--- config.mk ---
export PLATFORM = sky130hd
export DESIGN_NAME = pp_port
export DESIGN_NICKNAME = d
export VERILOG_FILES = /design/src/pp_pkg.sv /design/src/pp_epp_if.sv /design/src/pp_sync.sv /design/src/pp_epp.sv /design/src/pp_port.sv
export SDC_FILE = /design/constraint.sdc
export NUM_CORES = 1
export LEC_CHECK = 0
export ABC_AREA = 1
export ABC_CLOCK_PERIOD_IN_PS = 1500
export CAP_MARGIN = 20
export CORE_MARGIN = 3
export CORE_UTILIZATION = 45
export DETAILED_ROUTE_END_ITERATION = 6
export DONT_BUFFER_PORTS = 1
export REMOVE_ABC_BUFFERS = 1
export SETUP_SLACK_MARGIN = 0.15
export SLEW_MARGIN = 0
export SYNTH_ARGS = -nofsm -noshare
export SYNTH_HDL_FRONTEND = slang
export SYNTH_HIERARCHICAL = 1
export SYNTH_SLANG_ARGS = --single-unit
--- constraint.sdc ---
create_clock -name pclk -period 1.5 [get_ports pclk]
set_clock_uncertainty 0.05 [all_clocks]
set_input_delay 0.3 -clock pclk [delete_from_list [all_inputs] [get_ports pclk]]
set_output_delay 0.3 -clock pclk [all_outputs]
set_load 0.01 [all_outputs]
--- src/pp_pkg.sv ---
package pp_pkg;
	localparam int ADDR_W = 8;
	localparam int DATA_W = 32;
	localparam int PORT_W = 8;

	// register byte offsets
	localparam logic [ADDR_W-1:0] OFF_DATA  = 8'h00;
	localparam logic [ADDR_W-1:0] OFF_STAT  = 8'h04;
	localparam logic [ADDR_W-1:0] OFF_CTRL  = 8'h08;
	localparam logic [ADDR_W-1:0] OFF_MODE  = 8'h0C;
	localparam logic [ADDR_W-1:0] OFF_ISTAT = 8'h10;
	localparam logic [ADDR_W-1:0] OFF_IMASK = 8'h14;
	localparam logic [ADDR_W-1:0] OFF_EPP   = 8'h18;

	// control register fields
	localparam int CTRL_W      = 6;
	localparam int CTRL_LATCH  = 0;
	localparam int CTRL_FEED   = 1;
	localparam int CTRL_RESET  = 2;
	localparam int CTRL_SELECT = 3;
	localparam int CTRL_IRQEN  = 4;
	localparam int CTRL_DIR    = 5;

	// status register fields
	localparam int STAT_WAIT   = 0;
	localparam int STAT_FAULT  = 3;
	localparam int STAT_ONLINE = 4;
	localparam int STAT_EMPTY  = 5;
	localparam int STAT_RCPT   = 6;
	localparam int STAT_BUSY   = 7;

	// event bits of status and mask
	localparam int IRQ_W     = 4;
	localparam int IRQ_RCPT  = 0;
	localparam int IRQ_FAULT = 1;
	localparam int IRQ_DONE  = 2;
	localparam int IRQ_TMO   = 3;

	// reset values
	localparam logic [CTRL_W-1:0] CTRL_RST  = 6'h20;
	localparam logic [PORT_W-1:0] DATA_RST  = 8'h00;
	localparam logic [IRQ_W-1:0]  IMASK_RST = 4'h0;
	localparam logic [IRQ_W-1:0]  ISTAT_RST = 4'h0;

	// timing
	localparam int CLK_PERIOD_NS = 10;
	localparam int EPP_TMO_NS    = 4000;
	localparam int EPP_TMO_CYC   = EPP_TMO_NS / CLK_PERIOD_NS;

	typedef enum logic [1:0] {
		EPP_IDLE,
		EPP_STROBE,
		EPP_RELEASE
	} pp_epp_state_t;
endpackage : pp_pkg

--- src/pp_epp_if.sv ---
interface pp_epp_if;
	import pp_pkg::*;
	logic              req;
	logic              wr;
	logic [PORT_W-1:0] din;
	logic              wait_in;
	logic [PORT_W-1:0] rdata;
	logic              done;
	logic              tmo;
	logic              data_stb_n;
	logic              drive;

	modport ctl (
		output req, wr, din, wait_in,
		input  rdata, done, tmo, data_stb_n, drive
	);
	modport eng (
		input  req, wr, din, wait_in,
		output rdata, done, tmo, data_stb_n, drive
	);
endinterface : pp_epp_if

--- src/pp_sync.sv ---
module pp_sync #(
	parameter int W = 1
) (
	input  wire logic         pclk,
	input  wire logic         presetn,
	input  wire logic [W-1:0] d,
	output logic      [W-1:0] q
);
	logic [W-1:0] meta;

	if (W < 1) $error("pp_sync: width must be at least one");

	// two-stage synchroniser, meta read only by q
	always_ff @(posedge pclk or negedge presetn) begin
		if (!presetn) begin
			meta <= '0;
			q    <= '0;
		end else begin
			meta <= d;
			q    <= meta;
		end
	end
endmodule : pp_sync

--- src/pp_epp.sv ---
module pp_epp import pp_pkg::*; #(
	parameter int TMO = EPP_TMO_CYC
) (
	input  wire logic pclk,
	input  wire logic presetn,
	pp_epp_if.eng     ep
);
	localparam int TW = $clog2(TMO + 1);
	localparam logic [TW-1:0] CNT_LAST = TW'(TMO - 1);

	pp_epp_state_t     state;
	pp_epp_state_t     next_state;
	logic [TW-1:0]     cnt;
	logic [TW-1:0]     next_cnt;
	logic [PORT_W-1:0] next_rdata;
	logic              next_done;
	logic              next_tmo;
	logic              next_stb_n;
	logic              next_drive;

	if (TMO < 2) $error("pp_epp: timeout must be at least two cycles");

	// strobe low, wait for peer busy high, release, wait for busy low
	always_comb begin
		next_state = state;
		next_cnt   = cnt;
		next_rdata = ep.rdata;
		next_done  = 1'b0;
		next_tmo   = 1'b0;
		next_stb_n = 1'b1;
		next_drive = ep.drive;
		unique case (state)
			EPP_IDLE: begin
				if (ep.req) begin
					next_state = EPP_STROBE;
					next_cnt   = '0;
					next_stb_n = 1'b0;
					next_drive = ep.wr;
				end
			end
			EPP_STROBE: begin
				next_stb_n = 1'b0;
				next_cnt   = cnt + 1'b1;
				if (ep.wait_in) begin
					next_state = EPP_RELEASE;
					next_stb_n = 1'b1;
					next_rdata = ep.din;
					next_cnt   = '0;
				end else if (cnt == CNT_LAST) begin
					next_state = EPP_IDLE;
					next_stb_n = 1'b1;
					next_done  = 1'b1;
					next_tmo   = 1'b1;
					next_drive = 1'b0;
				end
			end
			EPP_RELEASE: begin
				next_cnt = cnt + 1'b1;
				if (!ep.wait_in || cnt == CNT_LAST) begin
					next_state = EPP_IDLE;
					next_done  = 1'b1;
					next_tmo   = ep.wait_in;
					next_drive = 1'b0;
				end
			end
			default: next_state = EPP_IDLE;
		endcase
	end

	always_ff @(posedge pclk or negedge presetn) begin
		if (!presetn) begin
			state         <= EPP_IDLE;
			cnt           <= '0;
			ep.rdata      <= DATA_RST;
			ep.done       <= 1'b0;
			ep.tmo        <= 1'b0;
			ep.data_stb_n <= 1'b1;
			ep.drive      <= 1'b0;
		end else begin
			state         <= next_state;
			cnt           <= next_cnt;
			ep.rdata      <= next_rdata;
			ep.done       <= next_done;
			ep.tmo        <= next_tmo;
			ep.data_stb_n <= next_stb_n;
			ep.drive      <= next_drive;
		end
	end
endmodule : pp_epp

--- src/pp_port.sv ---
// Notes on behaviour
// - select output is the inverse of control bit 3
// - printer reset output follows control bit 2 directly; low resets
// - line feed output is the inverse of control bit 1; in enhanced mode it carries the data strobe
// - data latch output is the inverse of control bit 0
// - status bit 7 reads the inverted busy input
// - status bit 6 reads the receipt input as is
// - status bit 5 reads the media empty input as is
// - status bit 4 reads the printer online input as is
// - status bit 3 reads the fault input as is, low means fault
// - control bit 4 enables the port interrupt output
// - port data lines form a bidirectional bus to the peripheral
// - in enhanced mode host wait line held low until transfer ends
module pp_port import pp_pkg::*; #(
	parameter int EPP_TMO = EPP_TMO_CYC
) (
	input  wire logic              pclk,
	input  wire logic              presetn,
	input  wire logic              psel,
	input  wire logic              penable,
	input  wire logic              pwrite,
	input  wire logic [ADDR_W-1:0] paddr,
	input  wire logic [DATA_W-1:0] pwdata,
	output logic                   pready,
	output logic      [DATA_W-1:0] prdata,
	output logic                   pslverr,
	output logic                   printer_select_out,
	output logic                   printer_reset_out,
	output logic                   auto_line_feed_out,
	output logic                   data_latch_out,
	input  wire logic              busy_in,
	input  wire logic              receipt_in,
	input  wire logic              media_empty_in,
	input  wire logic              printer_online_in,
	input  wire logic              fault_in,
	input  wire logic [PORT_W-1:0] port_data_bus_in,
	output logic      [PORT_W-1:0] port_data_bus_out,
	output logic                   port_data_bus_oe_n,
	output logic                   port_irq_out,
	input  wire logic              host_wait_line_in,
	output logic                   host_wait_line_out,
	output logic                   host_wait_line_oe_n
);
	localparam int WAIT_LIM = 1000;
	localparam int IN_W     = PORT_W + 6;

	logic [IN_W-1:0]   in_s;
	logic              wait_s;
	logic              busy_s;
	logic              rcpt_s;
	logic              empty_s;
	logic              online_s;
	logic              fault_s;
	logic [PORT_W-1:0] din_s;

	logic [PORT_W-1:0] data_out;
	logic [PORT_W-1:0] next_data_out;
	logic [CTRL_W-1:0] ctrl;
	logic [CTRL_W-1:0] next_ctrl;
	logic              mode_epp;
	logic              next_mode_epp;
	logic [IRQ_W-1:0]  imask;
	logic [IRQ_W-1:0]  next_imask;
	logic [IRQ_W-1:0]  istat;
	logic [IRQ_W-1:0]  next_istat;
	logic [IRQ_W-1:0]  ev;
	logic [IRQ_W-1:0]  w1c;
	logic              epp_pend;
	logic              next_epp_pend;
	logic              epp_req;
	logic              rcpt_d;
	logic              fault_d;
	logic              next_pready;
	logic              next_pslverr;
	logic [DATA_W-1:0] next_prdata;
	logic [PORT_W-1:0] rd_byte;
	logic [PORT_W-1:0] stat_byte;
	logic              mapped;
	logic              setup_acc;
	logic              wr_acc;
	logic              epp_hit;
	logic              next_oe_n;
	logic              next_feed;

	if (EPP_TMO < 2 || EPP_TMO > 400)
		$error("pp_port: EPP_TMO must lie in 2..400");

	pp_sync #(.W(IN_W)) u_sync (
		.pclk    (pclk),
		.presetn (presetn),
		.d       ({host_wait_line_in, busy_in, receipt_in, media_empty_in,
		           printer_online_in, fault_in, port_data_bus_in}),
		.q       (in_s)
	);
	assign {wait_s, busy_s, rcpt_s, empty_s, online_s, fault_s, din_s} = in_s;

	pp_epp_if ep ();
	assign ep.req     = epp_req;
	assign ep.wr      = pwrite;
	assign ep.din     = din_s;
	assign ep.wait_in = busy_s;

	pp_epp #(.TMO(EPP_TMO)) u_epp (
		.pclk    (pclk),
		.presetn (presetn),
		.ep      (ep)
	);

	assign setup_acc = psel & penable & ~pready;
	assign wr_acc    = psel & penable & pready & pwrite;
	assign epp_hit   = mode_epp & (paddr == OFF_EPP);

	// status byte from synchronised printer lines
	always_comb begin
		stat_byte              = '0;
		stat_byte[STAT_BUSY]   = ~busy_s;
		stat_byte[STAT_RCPT]   = rcpt_s;
		stat_byte[STAT_EMPTY]  = empty_s;
		stat_byte[STAT_ONLINE] = online_s;
		stat_byte[STAT_FAULT]  = fault_s;
		stat_byte[STAT_WAIT]   = wait_s;
	end

	// read decode
	always_comb begin
		rd_byte = '0;
		mapped  = 1'b1;
		case (paddr)
			OFF_DATA:  rd_byte = din_s;
			OFF_STAT:  rd_byte = stat_byte;
			OFF_CTRL:  rd_byte = {{(PORT_W-CTRL_W){1'b0}}, ctrl};
			OFF_MODE:  rd_byte = {{(PORT_W-1){1'b0}}, mode_epp};
			OFF_ISTAT: rd_byte = {{(PORT_W-IRQ_W){1'b0}}, istat};
			OFF_IMASK: rd_byte = {{(PORT_W-IRQ_W){1'b0}}, imask};
			OFF_EPP:   rd_byte = din_s;
			default:   mapped  = 1'b0;
		endcase
	end

	// events: receipt and fault falling edges, transfer end, timeout
	always_comb begin
		ev            = '0;
		ev[IRQ_RCPT]  = rcpt_d & ~rcpt_s;
		ev[IRQ_FAULT] = fault_d & ~fault_s;
		ev[IRQ_DONE]  = ep.done & ~ep.tmo;
		ev[IRQ_TMO]   = ep.done & ep.tmo;
	end

	always_comb begin
		next_data_out = data_out;
		next_ctrl     = ctrl;
		next_mode_epp = mode_epp;
		next_imask    = imask;
		next_epp_pend = epp_pend;
		next_pready   = 1'b0;
		next_pslverr  = 1'b0;
		next_prdata   = prdata;
		epp_req       = 1'b0;
		w1c           = '0;
		if (setup_acc) begin
			if (epp_hit) begin
				if (!epp_pend) begin
					epp_req       = 1'b1;
					next_epp_pend = 1'b1;
					if (pwrite)
						next_data_out = pwdata[PORT_W-1:0];
				end
				if (ep.done) begin
					next_epp_pend = 1'b0;
					next_pready   = 1'b1;
					next_pslverr  = ep.tmo;
					next_prdata   = {24'h000000, pwrite ? DATA_RST : ep.rdata};
				end
			end else begin
				next_pready  = 1'b1;
				next_pslverr = ~mapped;
				next_prdata  = pwrite ? prdata : {24'h000000, rd_byte};
			end
		end
		if (wr_acc) begin
			case (paddr)
				OFF_DATA:  next_data_out = pwdata[PORT_W-1:0];
				OFF_CTRL:  next_ctrl     = pwdata[CTRL_W-1:0];
				OFF_MODE:  next_mode_epp = pwdata[0];
				OFF_IMASK: next_imask    = pwdata[IRQ_W-1:0];
				OFF_ISTAT: w1c           = pwdata[IRQ_W-1:0];
				default:   ;
			endcase
		end
		// set wins over a clear in the same cycle
		next_istat = (istat & ~w1c) | ev;
	end

	// pin values from the next register state, so they move with the write; enhanced mode feed and bus enable use the engine's current outputs
	always_comb begin
		if (next_mode_epp) begin
			next_feed = ep.data_stb_n;
			next_oe_n = ~(ep.drive | (epp_req & pwrite));
		end else begin
			next_feed = ~next_ctrl[CTRL_FEED];
			next_oe_n = next_ctrl[CTRL_DIR];
		end
	end

	always_ff @(posedge pclk or negedge presetn) begin
		if (!presetn) begin
			data_out            <= DATA_RST;
			ctrl                <= CTRL_RST;
			mode_epp            <= 1'b0;
			imask               <= IMASK_RST;
			istat               <= ISTAT_RST;
			epp_pend            <= 1'b0;
			rcpt_d              <= 1'b0;
			fault_d             <= 1'b0;
			pready              <= 1'b0;
			pslverr             <= 1'b0;
			prdata              <= '0;
			printer_select_out  <= 1'b1;
			printer_reset_out   <= 1'b0;
			auto_line_feed_out  <= 1'b1;
			data_latch_out      <= 1'b1;
			port_data_bus_out   <= DATA_RST;
			port_data_bus_oe_n  <= 1'b1;
			port_irq_out        <= 1'b0;
			host_wait_line_out  <= 1'b0;
			host_wait_line_oe_n <= 1'b1;
		end else begin
			data_out            <= next_data_out;
			ctrl                <= next_ctrl;
			mode_epp            <= next_mode_epp;
			imask               <= next_imask;
			istat               <= next_istat;
			epp_pend            <= next_epp_pend;
			rcpt_d              <= rcpt_s;
			fault_d             <= fault_s;
			pready              <= next_pready;
			pslverr             <= next_pslverr;
			prdata              <= next_prdata;
			printer_select_out  <= ~next_ctrl[CTRL_SELECT];
			printer_reset_out   <= next_ctrl[CTRL_RESET];
			auto_line_feed_out  <= next_feed;
			data_latch_out      <= ~next_ctrl[CTRL_LATCH];
			port_data_bus_out   <= next_data_out;
			port_data_bus_oe_n  <= next_oe_n;
			port_irq_out        <= next_ctrl[CTRL_IRQEN]
				& |(next_istat & next_imask);
			host_wait_line_out  <= 1'b0;
			host_wait_line_oe_n <= ~next_epp_pend;
		end
	end
endmodule : pp_port

Word level (Yosys, flattened, before mapping) --
Cells that the tools add are included.
Storage, ports and cells: register bits after elaboration 118, input port bits 59, output and inout port bits 50, word-level logic and storage cells 140
Operators by class: $add $sub $neg 1, equal/unequal tests 16, muxes and demuxes 56, bitwise logic cells 27, reduce and logical (&&, ||, !) cells 13
Operator list (number):
- $mux 32 | 3
- $mux 8 | 7
- $pmux 8 s6 | 1
- $mux 1 | 27
- $pmux 9 s3 | 1
- $eq 8x5->1 const B | 3
- $mux 9 | 2
- $eq 8x4->1 const B | 2
- $mux 4 | 4
- $mux 6 | 2
- $and 1x1->1 | 11
- $not 1->1 | 11
- $add 9x1->9 const B | 1
- $eq 9x9->1 const B | 1
- $and 4x4->4 | 2
- $eq 8x3->1 const B | 1
- $logic_not 8->1 | 1
- $mux 2 | 4
- $ne 2x1->1 const B | 4
- $reduce_or 7->1 | 1
- $pmux 1 s2 | 3
- $pmux 2 s3 | 1
- $reduce_and 3->1 | 2
- $reduce_and 5->1 | 1
- other kinds (15) | 17

Depth between registers and ports, before layout --
Gate-level depths: netlist of the first run.
depth after elaboration 10, gate-level depth with buffers 15, gate-level depth less buffers 14

By module --
Netlist of the first run, hierarchy kept.
Modules (own cells, without submodules):
- pp_port | instances 1, cells an instance 327, area an instance 2418.6 um^2, sequential area each 1058.5 um^2
- pp_epp | instances 1, cells an instance 156, area an instance 1227.4 um^2, sequential area each 576.8 um^2
- pp_sync | instances 1, cells an instance 28, area an instance 700.7 um^2, sequential area each 700.7 um^2

Worst setup path after synthesis of the first run --
Ideal clock, no wire load.
kind input to register, start in paddr[0], end reg u_epp.cnt[2], library setup time 0.121 ns, arrival time 1.565 ns, required time 1.329 ns, path slack -0.235 ns, stages on the path 13, buffers on the path 1, path through inv_1 > nand2_1 > nor2_4 > nand3_2 > buf_6 > clkinv_4 > nand2_4 > nor2_4 > inv_2 > a21oi_4 > nand2_2 > xor2_1 > nor2_1
Between the ends: longest elaborated chain between the ends 6
Ends and longest elaborated chain:
- start: declaration | RTL line pp_port.sv:22 | input wire logic [ADDR_W-1:0] paddr,
- $eq 8x5->1 | RTL line pp_port.sv:111 | assign epp_hit = mode_epp & (paddr == OFF_EPP);
- $and 1x1->1 | RTL line pp_port.sv:111
- $mux 1 | RTL line pp_port.sv:161 | if (epp_hit) begin
- $mux 1 | RTL line pp_port.sv:160 | if (setup_acc) begin
- net ep.req | RTL line pp_epp_if.sv:3 | logic req;
- $ne 2x2->1 (no line)
- $reduce_and 2->1 (no line)
- end signal: assignment | RTL line pp_epp.sv:81 | cnt <= next_cnt;
- end: declaration | RTL line pp_epp.sv:13 | logic [TW-1:0] cnt;
The timed path passes the listed nets, and every way through them passes these cells. A chain may end at the register's enable or synchronous reset.

Worst setup path after layout of the first run --
start reg pready, end reg port_data_bus_oe_n
Between the ends: elaborated cells on any way between the ends 11, those cells by class mux: 4; bitwise: 7
RTL lines:
- start: declaration | RTL line pp_port.sv:24 | output logic pready,
- start signal: assignment | RTL line pp_port.sv:236 | pready <= next_pready;
- $and 1x1->1 (2 in series) | RTL line pp_port.sv:110 | assign wr_acc = psel & penable & pready & pwrite;
- $mux 1 | RTL line pp_port.sv:180 | if (wr_acc) begin
- net next_mode_epp | RTL line pp_port.sv:61 | logic next_mode_epp;
- $mux 1 | RTL line pp_port.sv:196 | if (next_mode_epp) begin
- net next_oe_n | RTL line pp_port.sv:82 | logic next_oe_n;
- end signal: assignment | RTL line pp_port.sv:244 | port_data_bus_oe_n <= next_oe_n;
- end: declaration | RTL line pp_port.sv:38 | output logic port_data_bus_oe_n,
The timed path passes the listed nets, and every way through them passes these cells.

==> results.json, run 1 <==
{
  "outcome": "finished, violations left",
  "die_w_um": 104.3,
  "dp_slack_ns": -0.2454,
  "syn_inst": 511,
  "final_cell_area_mm2": 0.005480,
  "p_comb_share_pct": 10.1,
  "reg2reg_from": "pready",
  "synth_area_per_cell_um2": 8.506,
  "hold_viol_final": 93,
  "nNetsFinal": 652,
  "grt_pass1_wl_mm": 16.19,
  "syn_area_mm2": 0.004347,
  "ys_ff_latch": 93,
  "gp_routability_congestion": 0.8716,
  "dr.first_iter.drc_count": 129,
  "crit_path_start": "pready",
  "placed_area_mm2": 0.004628,
  "grt-ovfl-total": 0,
  "num_antenna_cells": 0,
  "critPathCaptureType": "register",
  "core-area_mm2": 0.009328,
  "clk_pin_slew_ns": 0.11,
  "rows": 35,
  "r2r_slack_ns": -0.08,
  "seq_power_share_pct": 56.3,
  "internal_power_mw": 3.630,
  "wl_per_cell_um": 13.41,
  "clock-sinks": 93,
  "detail-route-antenna-nets": 0,
  "synth_cell_types": 33,
  "tns_ns": -0.4241,
  "pwr-share-clk_pct": 33.6,
  "report.final.slew_viol_count": 0,
  "synth_seq_area_share_pct": 53.74,
  "path_class": "register to register",
  "antenna_found_initial": 0,
  "n_fill_cell": 831,
  "p_per_area_mw_per_mm2": 925.0,
  "hold_class": "input pin to asynchronous set/reset pin",
  "clock.fmax_mhz": 633.2,
  "ios": 109,
  "placed_cells": 669,
  "drc_errors": 0,
  "cts_root_buf": "clkbuf_8",
  "critPathMaxFanout": 8,
  "io_buffers": 0,
  "failed_checks": "hold timing, setup timing",
  "fin_crit_ns": 1.579,
  "viasPerCell": 4.711,
  "peakVddDrop_uv": 603.7,
  "clk_path_buf_depth": 2,
  "yosysTopAreaCell": "dfrtp_1",
  "synthTopCellsByArea": "dfrtp_1, nand2_1, inv_1",
  "layout_commonest_cell": "nand2_1",
  "maxCapViolations": 0,
  "drt_first_pass_iters": 4,
  "final_cells": 722,
  "dieArea_mm2": 0.01087,
  "timing.final.ws_setup_ns": -0.07916,
  "vias": 3401,
  "initial_utilization_pct": 46.60,
  "rr_worst_depth": 9,
  "netSwitchingPower_mw": 1.439,
  "ys_warn_count": 6,
  "cts_max_level": 3,
  "syn2layout_area_growth_pct": 26.08,
  "finalCoreUtilization_pct": 58.75,
  "p_leak_nw": 2.702,
  "finalSetupViolations": 11,
  "finalPower_mw": 5.069,
  "startpoint_type": "register",
  "die_y_um": 104.3,
  "drt-total-wl_mm": 9.684,
  "fin_hold_ws_ns": -0.4362,
  "grt_max_degree": 94,
  "final_cell_mix": "nand2_1, dfrtp_1, inv_1, buf_4, nand3_1",
  "worstPathRequired_ns": 1.75,
  "first_global_vias": 3305,
  "switching_share_pct": 28.39,
  "cts_tree": "yes",
  "cts_made_buffers": 9,
  "fin_crit_sh_pct": 105.3,
  "synth.top_cell.area_share_pct": 49.51,
  "drive_above_1_share_pct": 27.66,
  "clock_latency_ns": 0.37,
  "gr-usage-all-layers_pct": 18.43,
  "hpwl_mm": 6.480,
  "arrival_ns": 1.83,
  "rsz0062_at_grt": "yes"
}
## synth_stat cells, drive strengths merged
cell type	n
nand2	199
dfrtp	86
inv	60
nor2	49
nand3	35
buf	27
o21ai	13
a21oi	8
dfstp	7
a21boi	6
nor3	6
ha	5
nand4	4
clkinv	1
conb	1
mux2	1
o211ai	1
or2	1
xor2	1
## worst paths after layout
kind | to
min in group pclk | ctrl[5]
min | prdata[7]
max in group asynchronous | auto_line_feed_out
min reg2reg | u_sync/q[0]
max | port_data_bus_oe_n
max reg2reg | port_data_bus_oe_n
## final cells by class
cell class	instances	area (um2)	share of cell area, %
Tap cell	129	161.4	2.945
Clock buffer	9	123.9	2.260
Multi-Input combinational cell	358	1967	35.89
Sequential cell	93	2337	42.65
Timing Repair Buffer	65	568.0	10.37
Inverter	61	239.0	4.361
Clock inverter	7	83.83	1.530
## critical path, stage by stage (launching register included)
cell	delay, ns
dfrtp_1	0.40
nand4_1	0.22
inv_2	0.23
buf_6	0.18
nand2_2	0.06
nand2_2	0.05
nand2_2	0.07
inv_4	0.09
nand2_2	0.05
o21ai_2	0.11
## what timing repair did
| action | 4_1_cts | 5_1_grt |
|---|---|---|
| hold buffers | 22 | 1 |
| gates cloned | 3 | 1 |
| gates resized for setup | 46 | 41 |
| setup endpoints to repair | 40 | 52 |
| buffers inserted | 3 | 7 |
| hold endpoints to repair | 115 | 94 |
| pin swaps | 13 | 14 |
## power groups by stage
stage,clock network (mW),registers (mW),logic [mW]
after detailed placement,0,2.90,0.374
final,1.70,2.86,0.512
after global routing,1.87,2.88,0.581
after CTS,1.75,2.86,0.457
after floorplan,0,2.87,0.296
after global placement,0,2.90,0.367
## per-layer routing
| layer | up-vias | wire [um] | share of wire [%] | track usage (%) |
|---|---|---|---|---|
| met5 | - | 0 | 0 | 0 |
| met4 | 0 | 118 | 1.2 | 4.558 |
| met3 | 10 | 520 | 5.4 | 4.469 |
| met2 | 94 | 4761 | 49 | 30.21 |
| met1 | 1616 | 4284 | 44 | 24.64 |
| li1 | 1681 | - | - | - |
## flip-flops by register name, summed over array words and instances, names as in the netlist, 4 cells and up
signal / flops
u_epp/cnt: 9
imask: 4
u_sync/meta: 14
istat: 4
u_epp/ep.rdata: 8
data_out: 8
prdata: 8
u_sync/q: 14
ctrl: 6
## cells by family (layout without fill, tap and decap cells)
group                    after synthesis  in the layout  share of synthesized area, %
AND/OR/NAND/NOR                      294            297                         29.91
flip-flops                            93             93                         53.74
buffers and inverters                 88            142                         10.22
AO/OA/AOI/OAI                         28             29                         4.145
adder cells (fa/ha/maj)                5              5                         1.439
other                                  1             25                       0.08627
XOR/XNOR                               1              1                        0.2015
multiplexers                           1              1                        0.2590
Power figures use the tool's default switching activity.
==> inputs of run 2 (changes only) <==
- REMOVE_ABC_BUFFERS: 1 -> unset
==> results.json, run 2 (synthesis gave the netlist of run 1 again) <==
{
  "drc_errors": 0,
  "arrival_ns": 1.25,
  "grt_max_degree": 94,
  "drt-total-wl_mm": 10.39,
  "failed_checks": "hold timing, setup timing",
  "critPathCaptureType": "output port",
  "antenna_found_initial": 0,
  "maxCapViolations": 0,
  "finalSetupViolations": 11,
  "r2r_slack_ns": -0.09,
  "nNetsFinal": 666,
  "hpwl_mm": 6.738,
  "path_delay_family": "buffers and inverters",
  "clk_pin_slew_ns": 0.10,
  "first_global_vias": 3398,
  "ios": 109,
  "core-area_mm2": 0.009328,
  "hold_class": "input pin to asynchronous set/reset pin",
  "layout_commonest_cell": "nand2_1",
  "viasPerCell": 4.711,
  "r2r_end": "u_epp/cnt[5]",
  "top_regs": "u_sync/meta: 14 flops, u_sync/q: 14 flops, u_epp/cnt: 9 flops",
  "cts_made_buffers": 9,
  "finalCoreUtilization_pct": 62.39,
  "clock.fmax_mhz": 625.6,
  "detail-route-antenna-nets": 0,
  "rr_worst_depth": 9,
  "drt_first_pass_iters": 4,
  "cts_max_level": 3,
  "cpMaxStageDelayCell": "dfrtp_1",
  "fin_crit_sh_pct": 106.6,
  "crit_buf_inv": 4,
  "dp_slack_ns": -0.1987,
  "critPathMaxFanout": 2,
  "reg2reg_from": "mode_epp",
  "p_per_area_mw_per_mm2": 874.9,
  "grt_pass1_wl_mm": 16.45,
  "wl_per_cell_um": 14.12,
  "outcome": "finished, violations left",
  "initial_utilization_pct": 46.60,
  "startpoint_type": "register",
  "path_class": "register to output port",
  "fin_crit_ns": 1.598,
  "path_cells": "buf_4, buf_4, buf_6, buf_6",
  "peakVddDrop_uv": 719.3,
  "clk_path_buf_depth": 2,
  "die_w_um": 104.3,
  "gp_routability_congestion": 0.8571,
  "final_cell_mix": "nand2_1, dfrtp_1, inv_1, buf_4",
  "fin_hold_ws_ns": -0.4378,
  "slowest_delay_ns": 0.39,
  "dr.first_iter.drc_count": 167,
  "hold_viol_final": 93,
  "io_buffers": 0,
  "drive_above_1_share_pct": 32.78,
  "rows": 35,
  "grt-ovfl-total": 0,
  "clock-sinks": 93,
  "syn2layout_area_growth_pct": 33.88,
  "num_antenna_cells": 0,
  "die_y_um": 104.3,
  "gr-usage-all-layers_pct": 18.82,
  "cts_tree": "yes",
  "clock_latency_ns": 0.37,
  "vias": 3467,
  "cts_hold_buffers": 22,
  "p_leak_nw": 2.819,
  "dieArea_mm2": 0.01087,
  "cts_root_buf": "clkbuf_8",
  "rsz0062_at_grt": "yes",
  "report.final.slew_viol_count": 0,
  "n_fill_cell": 773,
  "worstPathRequired_ns": 1.15,
  "timing.final.ws_setup_ns": -0.09837
}
-- run 2: changes by cell type in the layout (fill, tap and decap cells not counted), sizes merged --
cell         change
buf             +14
clkbuf           +1
clkinv           -1
dlygate4sd3      -1
nand2            +1
-- run 2: final cells by class --
class	count	area (um2)	area share, %
Tap cell	129	161.4	2.774
Timing Repair Buffer	78	730.7	12.56
Clock buffer	10	137.6	2.365
Inverter	61	285.3	4.902
Multi-Input combinational cell	359	2106	36.19
Sequential cell	93	2341	40.23
Clock inverter	6	57.56	0.9890
-- run 2: metrics by stage --
step           area [um2]  hold WS, ns  cells  power [mW]  TNS [ns]
6_report             5819      -0.4378    736       5.091   -0.4186
5_1_grt              5819      -0.4708    736       5.344    -2.224
4_1_cts              5480      -0.4576    722       5.087  -0.01031
3_5_place_dp         4801     -0.04266    677       3.302    -2.275
2_1_floorplan        4524     -0.04559    535       3.231    -1.401
3_3_place_gp         4801     -0.04244    677       3.289    -1.675
-- run 2: timing repair --
item / CTS / global route
pin swaps: 31 / 28
endpoints found under the setup margin: 36 / 52
resized for setup: 57 / 60
cloned: 2 / 3
setup buffers: 5 / 11
hold endpoints to repair: 118 / 93
-- run 2: power breakdown --
group          switching (mW)  internal, mW  leakage, nW
Combinational           0.291         0.255         1.58
Sequential              0.140          2.71         1.14
Clock                   0.998         0.693        0.102
-- run 2: worst register-to-register path, delay by kind of cell (launching register included) --
family                 cells  cell delay, ns
AOI/OAI and AO/OA          1            0.23
buffers and inverters      2            0.15
and+or+nand+nor            6            0.63
DFF                        1            0.43
-- run 2: worst max path at each step --
stage                   from      endpoint  slack, ns  cells past startpoint
detailed placement  paddr[5]  u_epp/cnt[2]      -0.20                     12
global route        mode_epp  u_epp/cnt[2]      -0.18                      9
CTS                 mode_epp  u_epp/cnt[2]     -0.007                      9
global placement    paddr[7]  u_epp/cnt[2]      -0.17                     12
finish                pready        pready       -0.1                      4
floorplan           paddr[1]  u_epp/cnt[2]      -0.21                     13
-- run 2: layer usage --
metal	vias to the layer above	wire (um)	track usage [%]
li1	1723	-	-
met1	1635	4598	24.62
met5	-	0	0
met3	19	488	4.035
met2	90	5058	30.26
met4	0	246	7.977
==> inputs of run 3 (changes only) <==
- ABC_AREA: 1 -> 0
- ABC_CLOCK_PERIOD_IN_PS: 1500 -> unset
==> results.json, run 3 <==
{
  "path_class": "input pin to register",
  "grt_max_degree": 94,
  "cts_made_buffers": 9,
  "grt-ovfl-total": 0,
  "placed_cells": 484,
  "gp_routability_congestion": 0.8749,
  "pwr-share-clk_pct": 37.6,
  "worstPathRequired_ns": 1.71,
  "yosysTopAreaCell": "dfrtp_1",
  "n_fill_cell": 676,
  "critPathMaxFanout": 6,
  "final_cell_mix": "dfrtp_1, buf_4, conb_1, mux2_4, buf_6",
  "core-area_mm2": 0.008806,
  "startpoint_type": "input pin",
  "rows": 34,
  "synthFlopType": "dfrtp_1",
  "r2r_slack_ns": -0.41,
  "critPathCaptureType": "register",
  "finalPower_mw": 4.646,
  "slowest_delay_ns": 0.53,
  "drc_errors": 0,
  "synth_edf_count": 0,
  "hpwl_mm": 6.329,
  "vias": 2817,
  "syn2layout_area_growth_pct": 34.57,
  "nNetsFinal": 488,
  "drt_first_pass_iters": 4,
  "dp_slack_ns": -0.8470,
  "syn_inst": 330,
  "drive_above_1_share_pct": 44.52,
  "arrival_ns": 2.16,
  "maxCapViolations": 0,
  "viasPerCell": 5.246,
  "clk_path_buf_depth": 2,
  "path_delay_family": "simple AND/OR/NAND/NOR gates",
  "die_w_um": 101.5,
  "reg2reg_from": "mode_epp",
  "gr-usage-all-layers_pct": 19.07,
  "peakVddDrop_uv": 676.9,
  "ys_ff_latch": 93,
  "top_regs": "u_sync/meta: 14 flops, u_sync/q: 14 flops, u_epp/cnt: 9 flops",
  "grt_pass1_wl_mm": 14.93,
  "switching_share_pct": 24.20,
  "die_y_um": 101.5,
  "hold_viol_final": 93,
  "clock_latency_ns": 0.37,
  "num_antenna_cells": 0,
  "hold_class": "input pin to asynchronous set/reset pin",
  "synth_area_per_cell_um2": 12.44,
  "rr_worst_depth": 8,
  "wl_per_cell_um": 17.68,
  "p_per_area_mw_per_mm2": 841.3,
  "detail-route-antenna-nets": 0,
  "cts_max_level": 3,
  "synthTopCellsByArea": "dfrtp_1, mux2_2, buf_4",
  "fin_hold_ws_ns": -0.4294,
  "final_cell_area_mm2": 0.005523,
  "async_flop_share_pct": 100.0,
  "p_leak_nw": 2.537,
  "antenna_found_initial": 0,
  "netlist_top_cells_count": "dfrtp_1, mux2_2, buf_4",
  "ys_warn_count": 6,
  "tightest_slew_ns": 0.7028,
  "multi_input_area_mm2": 0.001946,
  "dr.first_iter.drc_count": 139,
  "synth_cell_types": 61,
  "first_global_vias": 2943,
  "layout_commonest_cell": "dfrtp_1",
  "synth.top_cell.area_share_pct": 52.44,
  "dieArea_mm2": 0.01030,
  "finalSetupViolations": 41,
  "slew-limit-headroom_pct": 52.48,
  "synth_most_common_cell": "dfrtp_1",
  "initial_utilization_pct": 46.60,
  "clock-sinks": 93,
  "report.final.slew_viol_count": 0,
  "timing.final.ws_setup_ns": -0.4489,
  "final-seq-area_mm2": 0.002336,
  "failed_checks": "hold timing, setup timing",
  "final_cells": 537,
  "drt-total-wl_mm": 9.493,
  "fin_crit_sh_pct": 129.9,
  "synth_seq_area_share_pct": 56.92,
  "syn_area_mm2": 0.004104,
  "crit_path_start": "paddr[1]",
  "cpMaxStageDelayCell": "or4b_4",
  "cts_hold_buffers": 14,
  "ios": 109,
  "p_comb_share_pct": 5.0,
  "outcome": "finished, violations left",
  "placed_area_mm2": 0.004626,
  "cts_tree": "yes",
  "clk_pin_slew_ns": 0.10,
  "internal_power_mw": 3.522,
  "rsz0062_at_grt": "yes",
  "cts_root_buf": "clkbuf_8",
  "clock.fmax_mhz": 513.1,
  "netSwitchingPower_mw": 1.124,
  "fin_crit_ns": 1.949,
  "crit_buf_inv": 4,
  "seq_power_share_pct": 57.4,
  "path_cells": "or4b_4, or3_4, buf_4, buf_6, buf_6, o211a_4, buf_4, o21a_1",
  "r2r_end": "prdata[6]",
  "io_buffers": 0
}
-- run 3: area by class of cell --
type | instances | area share (%)
Timing Repair Buffer | 89 | 15.27
Inverter | 15 | 1.019
Sequential cell | 93 | 42.30
Clock inverter | 7 | 1.495
Multi-Input combinational cell | 216 | 35.23
Tap cell | 108 | 2.447
Clock buffer | 9 | 2.243
-- run 3: worst reg2reg max path: cells and delay by family, from the launching register on --
family                 cells  cell delay (ns)
flip-flops                 1             0.39
AND/OR/NAND/NOR            1             0.40
buffers and inverters      5             0.55
AO/OA/AOI/OAI              2             0.42
-- run 3: routing by layer --
layer  part of all wire [%]  GRT usage [%]  up-vias  wire (um)
met5                      0              0        -          0
met4                    1.4          6.135        0        133
met3                    5.2          5.234       12        495
met2                     52          31.84       71       4890
met1                     42          24.08     1403       3974
li1                       -              -     1331          -
-- run 3: cells by family after synthesis --
kind of cell | count (synthesis) | share of synthesized area [%]
adders and majority gates | 5 | 1.524
other | 1 | 0.09138
DFF | 93 | 56.92
xor gates and xnor gates | 1 | 0.2135
buffers and inverters | 46 | 6.768
muxes | 38 | 10.40
and+or+nand+nor | 83 | 12.23
AOI/OAI and AO/OA | 63 | 11.86
-- run 3: metrics by stage --
stage	TNS [ns]	utilization, %
2_1_floorplan	-16.39	-
3_3_place_gp	-17.61	52.53
3_5_place_dp	-18.07	52.53
4_1_cts	-9.508	60.74
5_1_grt	-13.35	62.72
6_report	-11.57	62.72
-- run 3: worst max path at each step --
stage               slack [ns]             end  depth (start not counted)
floorplan                -0.73    u_epp/cnt[7]                          9
global placement         -0.77  u_epp/ep.drive                          7
detailed placement       -0.85    u_epp/cnt[8]                          8
CTS                      -0.41    u_epp/cnt[7]                          8
global route             -0.50    u_epp/cnt[3]                          7
finish                   -0.45       prdata[6]                          8
-- run 3: power groups by stage --
stage | registers (mW) | logic, mW | clock network (mW)
2_1_floorplan | 2.70 | 0.183 | 0
3_3_place_gp | 2.72 | 0.164 | 0
3_5_place_dp | 2.72 | 0.167 | 0
4_1_cts | 2.67 | 0.223 | 1.80
5_1_grt | 2.68 | 0.253 | 1.88
6_report | 2.67 | 0.232 | 1.75
-- run 3: timing repair --
| item | in CTS | in global routing |
|---|---|---|
| buffers inserted | 15 | 7 |
| gates resized for setup | 70 | 29 |
| gates cloned | 1 | 0 |
| hold endpoints to repair | 107 | 93 |
| endpoints found under the setup margin | 60 | 62 |
| pin swaps | 17 | 7 |
